<file path="src/rtl/gpio_pin_pkg.sv">
/*
 * constants for the shared-pin gpio configuration block: register
 * indices, reset values and bus widths.
 * assumes a 32-bit classic wishbone bus with word-aligned registers.
 */
package gpio_pin_pkg;
    localparam int unsigned PINS      = 8;
    localparam int unsigned DATA_W    = 32;
    localparam int unsigned ADR_W     = 8;
    localparam int unsigned IDX_W     = 6;
    localparam int unsigned SYNC_LEN  = 3;
    // register indices; byte address is four times the index
    localparam logic [IDX_W-1:0] IDX_CONNECT   = 6'h12;
    localparam logic [IDX_W-1:0] IDX_DIRECTION = 6'h13;
    localparam logic [IDX_W-1:0] IDX_LEVEL     = 6'h14;
    localparam int unsigned      IDX_LSB       = 2;
    // reset values
    localparam logic [PINS-1:0] CONNECT_RST   = 8'h00;
    localparam logic [PINS-1:0] DIRECTION_RST = 8'h00;
    localparam logic [PINS-1:0] LEVEL_RST     = 8'h00;
    localparam logic [PINS-1:0] PIN_IN_RST    = 8'h00;
endpackage

</file>
<file path="src/rtl/pin_sense_if.sv">
/*
 * interface carrying raw pin levels into the synchroniser and the
 * settled levels back out to the register logic.
 * assumes one clock shared by both ends.
 */
`timescale 1ns/1ps
interface pin_sense_if;
    logic [gpio_pin_pkg::PINS-1:0] raw;
    logic [gpio_pin_pkg::PINS-1:0] settled;
    modport sampler (input raw, output settled);
    modport user    (output raw, input settled);
endinterface

</file>
<file path="src/rtl/gpio_pin_config.sv">
/*
 * shared-pin gpio configuration: connect, direction and level
 * registers behind a classic wishbone slave, plus the pin drivers.
 * assumes the analog switch fabric acts on analog_link_o and that the
 * pad resolves the wire from pin_out_o and pin_oe_n_o.
 */
`timescale 1ns/1ps
module gpio_pin_config (
    // clock and reset
    input  wire logic                                clk_i,
    input  wire logic                                rst_i,
    // wishbone slave
    input  wire logic                                cyc_i,
    input  wire logic                                stb_i,
    input  wire logic                                we_i,
    input  wire logic [gpio_pin_pkg::ADR_W-1:0]      adr_i,
    input  wire logic [3:0]                          sel_i,
    input  wire logic [gpio_pin_pkg::DATA_W-1:0]     dat_i,
    output      logic [gpio_pin_pkg::DATA_W-1:0]     dat_o,
    output      logic                                ack_o,
    // gpio pads
    input  wire logic [gpio_pin_pkg::PINS-1:0]       pin_in_i,
    output      logic [gpio_pin_pkg::PINS-1:0]       pin_out_o,
    output      logic [gpio_pin_pkg::PINS-1:0]       pin_oe_n_o,
    // analog switch controls: bits 0..6 to inputs 3..9, bit 7 to common
    output      logic [gpio_pin_pkg::PINS-1:0]       analog_link_o
);
    localparam int unsigned N = gpio_pin_pkg::PINS;
    localparam int unsigned W = gpio_pin_pkg::DATA_W;

    logic [N-1:0] connect_reg;
    logic [N-1:0] connect_next;
    logic [N-1:0] direction_reg;
    logic [N-1:0] direction_next;
    logic [N-1:0] level_reg;
    logic [N-1:0] level_next;
    logic         ack_reg;
    logic         ack_next;
    logic [W-1:0] rdata_reg;
    logic [W-1:0] rdata_next;
    logic [N-1:0] pin_out_reg;
    logic [N-1:0] pin_out_next;
    logic [N-1:0] oe_n_reg;
    logic [N-1:0] oe_n_next;
    logic [N-1:0] link_reg;
    logic [N-1:0] link_next;
    logic [N-1:0] level_view;
    logic [gpio_pin_pkg::IDX_W-1:0] idx;
    logic         req;
    logic         wr_lane0;

    pin_sense_if sense ();

    // pin levels pass the three-stage sampler
    pin_sync u_sync (
        .clk_i (clk_i),
        .rst_i (rst_i),
        .sense (sense.sampler)
    );

    assign sense.raw = pin_in_i;
    assign idx       = adr_i[gpio_pin_pkg::IDX_LSB +: gpio_pin_pkg::IDX_W];
    assign req       = cyc_i & stb_i;
    // write lands on the edge where ack is high
    assign wr_lane0  = req & we_i & ack_reg & sel_i[0];

    // readable level: inputs show the pin, outputs read zero
    genvar g;
    generate
        for (g = 0; g < N; g++) begin : g_lvl
            always_comb begin
                level_view[g] = direction_reg[g] & sense.settled[g];
            end
        end
    endgenerate

    // register file next values and bus answer
    always_comb begin
        connect_next   = connect_reg;
        direction_next = direction_reg;
        level_next     = level_reg;
        ack_next       = req & ~ack_reg;
        rdata_next     = rdata_reg;
        if (wr_lane0) begin
            unique case (idx)
                gpio_pin_pkg::IDX_CONNECT:   connect_next   = dat_i[N-1:0];
                gpio_pin_pkg::IDX_DIRECTION: direction_next = dat_i[N-1:0];
                gpio_pin_pkg::IDX_LEVEL:     level_next     = dat_i[N-1:0];
                default: ;
            endcase
        end
        if (req & ~ack_reg) begin
            rdata_next = '0;
            unique case (idx)
                gpio_pin_pkg::IDX_CONNECT:
                    rdata_next[N-1:0] = connect_reg;
                gpio_pin_pkg::IDX_DIRECTION:
                    rdata_next[N-1:0] = direction_reg;
                gpio_pin_pkg::IDX_LEVEL:
                    rdata_next[N-1:0] = level_view;
                default: ;                          // unmapped reads zero
            endcase
        end
    end

    // pad and switch drive from the stored configuration
    always_comb begin
        link_next    = connect_reg;
        pin_out_next = level_reg;
        oe_n_next    = ~(connect_reg & ~direction_reg);
    end

    // registers; reset clears all but oe_n_reg, which is set to all ones so the pads are released
    always_ff @(posedge clk_i) begin
        if (rst_i) begin
            connect_reg   <= gpio_pin_pkg::CONNECT_RST;
            direction_reg <= gpio_pin_pkg::DIRECTION_RST;
            level_reg     <= gpio_pin_pkg::LEVEL_RST;
            ack_reg       <= 1'b0;
            rdata_reg     <= '0;
            pin_out_reg   <= gpio_pin_pkg::LEVEL_RST;
            oe_n_reg      <= '1;
            link_reg      <= gpio_pin_pkg::CONNECT_RST;
        end else begin
            connect_reg   <= connect_next;
            direction_reg <= direction_next;
            level_reg     <= level_next;
            ack_reg       <= ack_next;
            rdata_reg     <= rdata_next;
            pin_out_reg   <= pin_out_next;
            oe_n_reg      <= oe_n_next;
            link_reg      <= link_next;
        end
    end

    assign dat_o         = rdata_reg;
    assign ack_o         = ack_reg;
    assign pin_out_o     = pin_out_reg;
    assign pin_oe_n_o    = oe_n_reg;
    assign analog_link_o = link_reg;
endmodule

</file>
<file path="src/rtl/pin_sync.sv">
/*
 * three-stage sampler for the external pin levels; a level counts
 * once the second and third stages agree.
 * assumes pins are asynchronous to clk_i.
 */
`timescale 1ns/1ps
module pin_sync (
    // clock and reset
    input  wire logic       clk_i,
    input  wire logic       rst_i,
    // pins in, settled levels out
    pin_sense_if.sampler    sense
);
    localparam int unsigned N = gpio_pin_pkg::PINS;

    logic [N-1:0] s1_reg;
    logic [N-1:0] s2_reg;
    logic [N-1:0] s3_reg;
    logic [N-1:0] held_reg;
    logic [N-1:0] held_next;

    // per pin: take the new level only when stages two and three match
    genvar g;
    generate
        for (g = 0; g < N; g++) begin : g_pin
            always_comb begin
                held_next[g] = (s2_reg[g] == s3_reg[g]) ? s3_reg[g]
                                                         : held_reg[g];
            end
        end
    endgenerate

    // shift chain; first stage feeds only the second
    always_ff @(posedge clk_i) begin
        if (rst_i) begin
            s1_reg   <= gpio_pin_pkg::PIN_IN_RST;
            s2_reg   <= gpio_pin_pkg::PIN_IN_RST;
            s3_reg   <= gpio_pin_pkg::PIN_IN_RST;
            held_reg <= gpio_pin_pkg::PIN_IN_RST;
        end else begin
            s1_reg   <= sense.raw;
            s2_reg   <= s1_reg;
            s3_reg   <= s2_reg;
            held_reg <= held_next;
        end
    end

    assign sense.settled = held_reg;
endmodule

</file>
<file path="config.mk">
export PLATFORM = sky130hd
export DESIGN_NAME = gpio_pin_config
export DESIGN_NICKNAME = d
export VERILOG_FILES = /design/src/rtl/gpio_pin_pkg.sv /design/src/rtl/pin_sense_if.sv /design/src/rtl/gpio_pin_config.sv /design/src/rtl/pin_sync.sv
export SDC_FILE = /design/constraint.sdc
export NUM_CORES = 1
export LEC_CHECK = 0
export ABC_CLOCK_PERIOD_IN_PS = 1400
export BUFFER_PORTS_ARGS = -buffer_cell sky130_fd_sc_hd__buf_2
export CAP_MARGIN = 20
export CORE_MARGIN = 2
export CORE_UTILIZATION = 48
export CTS_CLUSTER_SIZE = 28
export DETAILED_ROUTE_END_ITERATION = 6
export PLACE_DENSITY = 0.78
export SYNTH_ARGS = -nofsm -noshare
export SYNTH_HDL_FRONTEND = slang
export SYNTH_SLANG_ARGS = --single-unit
</file>
<file path="constraint.sdc">
create_clock -name clk_i -period 1.4 [get_ports clk_i]
set_input_delay 0.35 -clock clk_i [delete_from_list [all_inputs] [get_ports clk_i]]
set_output_delay 0.35 -clock clk_i [all_outputs]
set_load 0.03 [all_outputs]
</file>
==> qor.csv <==
metric,value,unit
status,completed,
VDD IR-drop max,0.780,mV
post-DR wirelength/cell,12.9,um
Core ar.,6310,um^2
met2 WL,2780,um
Max H-tree Level,3,
part of the cycle the worst path needs,93.0,%
"Cell Area, Synth",3130,um^2
routed length on met1,2450,um
Setup CP Type,flip-flop to primary output,
RR Endpoint,dat_o[0],
initial antenna violation count,0,
placed inst area,3480,um^2
hold path start,pin_in_i[0],
Final nets,421,
area fraction of the dominant cell type after synthesis,57.0,%
placed instance count,430,
flop and latch count out of synthesis,89,
Leak,0.00181,uW
Syn Inst Count,291,
critical path's slowest cell,dfxtp_4,
Die W,84.7,um
postcts setup bufs,0,
gr usage total,17.2,%
total iterations of the first detailed-routing run,4,
post-route design area,3740,um^2
CTS tree,yes,
vias per cell,4.83,
"delay-heaviest family, CP",flip-flops,
"Slew Viols, Final",0,
Syn Area/Cell,10.7,um^2
commonest register cell after synthesis,dfxtp_1,
clock latency on the worst-skew pair,0.35,ns
Root Buffer,clkbuf_8,
chip height,84.7,um
Port Buf Inserts,60,
vias in the first global route,2092,
Area Growth Syn to Fin,19.6,%
Setup-failing EPs final,0,
CTS Buffer Depth,2,
routability congestion estimate,0.795,
TritonCTS buffer count,9,
WHS Path Cells,2,
crit-path max cell delay,0.42,ns
RR Startpoint,ack_o,
critical-path maximum fanout,6,
Initial DRC Count,76,
DRT Wirelength,5750,um
fill cell count,565,
synth warn,0,
RSZ-0062 raised after global routing,no,
Stages on worst setup path,1,
n_diodes,0,
CP Capture Type,primary output,
Peak Freq,768,MHz
Final HPWL DP,4140,um
via count,2153,
I/O pin cnt,114,
largest area contributor in the netlist,dfxtp_1,
R2R Setup Slk,0.21,ns
Final min period,1.30,ns
CTS sink count,89,
"EDFF count, synth",0,
fin cells,446,
DR top layer,met4,
first-pass GRT wire length,9560,um
Critical Path Sink,ack_o,
PwrDens,1350,nW/um^2
Post-DRT Antenna Nets,0,
Reg2Reg Depth,4,
startpoint types,flip-flop,
async set-reset flop share out of synthesis,0,%
sequential area share after synthesis,57.0,%
initial core utilization,49.5,%
Layout Skew,0.00608,ns
crit-path cells,buf_4,
Netlist cell types,25,
Max-Cap Viols,0,
std cell rows,29,
top post-synthesis cells by area,"dfxtp_1, nor2b_1, buf_4",
GRT overflow,0,
met3 WL,373,um
Hold Crit Class,input pin to flip-flop,
arrival time worst endpoint,0.95,ns
Final Hold Fails,0,
layout cell share with drive strength beyond 1,25.7,%
clock-pin slew on the worst setup and hold paths,0.08,ns
drc violations,0,
die area,7180,um^2
"Data required, critical path",1.05,ns
largest net degree at the start of global routing,29,
CP bufs+invs,1,
critical path launch point,ack_o,
## worst min-delay path by stage
stage | end
global placement | u_sync.s2_reg[4]
CTS | u_sync.s1_reg[0]
floorplan | u_sync.s2_reg[0]
global route | u_sync.s1_reg[7]
detailed placement | u_sync.s2_reg[0]
finish | u_sync.s1_reg[0]
## layout by cell type (no fill, tap or decap)
cell type / Yosys / final
nand3_4: 1 / 1
inv_1: 8 / 8
o21ai_1: 5 / 5
o21ai_0: 11 / 11
clkbuf_1: 7 / 1
dfxtp_1: 89 / 88
buf_2: 1 / 59
a21oi_1: 8 / 8
bufinv_16: 0 / 4
o211ai_1: 1 / 1
mux2i_1: 16 / 16
dfxtp_4: 0 / 1
nand2b_1: 24 / 24
and4_1: 1 / 1
a21o_1: 8 / 8
a32oi_1: 8 / 8
nand2_1: 17 / 17
conb_1: 1 / 24
nor2_1: 10 / 10
nor2b_1: 33 / 33
nor3_1: 1 / 1
o2bb2ai_1: 8 / 8
clkinv_2: 0 / 2
and3b_1: 2 / 2
buf_4: 26 / 15
nand4_4: 2 / 2
clkbuf_8: 0 / 9
nor3b_4: 2 / 2
## logic make-up (layout without fill, tap and decap cells)
logic type	count (synthesis)	count (layout)	synth area share (%)
AND/OR/NAND/NOR	93	93	18.8
flip-flops	89	89	57.0
AO/OA/AOI/OAI	49	49	10.5
buffers and inverters	43	98	8.56
multiplexers	16	16	5.12
other	1	24	0.120
## cells in the mapped netlist, drive strengths merged, types with 2 or more instances
cell type / number
nor3b: 2
nand2: 17
nand4: 2
dfxtp: 89
nand2b: 24
buf: 28
inv: 8
and3b: 2
a21o: 8
o2bb2ai: 8
a32oi: 8
mux2i: 16
a21oi: 8
nor2b: 33
o21ai: 16
clkbuf: 7
nor2: 10
## stage by stage
stage,hold slack [ns],power [uW],utilization (%),setup slack (ns),setup TNS (ns)
4_1_cts,0.193,5070,59.2,0.0294,0
5_1_grt,0.209,5220,59.3,0.0493,0
6_report,0.207,5040,59.3,0.0980,0
3_5_place_dp,0.421,2890,55.1,-0.134,-2.45
2_1_floorplan,0.414,2860,-,0.0543,0
3_3_place_gp,0.422,2890,55.1,-0.101,-1.72
## cell type report
class                   count  area [um^2]  area share [%]
clock buffers              10          128            3.41
flip-flops and latches     89         1790            47.7
repair buffers             74          408            10.9
well taps                  77         96.3            2.57
clock inverters             6          130            3.48
inverters                   8         30.0           0.802
multi-input cells         182         1160            31.1
## per-layer routing
metal / GRT usage [%] / vias up
li1: - / 1069
met1: 20.8 / 994
met2: 28.1 / 77
met3: 3.64 / 13
met4: 10.1 / 0
met5: 0 / -
## repair_timing
action,4_1_cts,5_1_grt
resized for setup,2,1
pin swaps,0,0
hold buffers,0,0
endpoints found under the setup margin,1,1
## report_power, final
part	leakage (uW)	internal, uW	switching [uW]
logic	0.000956	87.0	178
registers	0.000722	2560	13.6
clock network	0.000130	1360	840
total	0.00181	4000	1030
No activity file was read; power rests on OpenSTA's default activity.
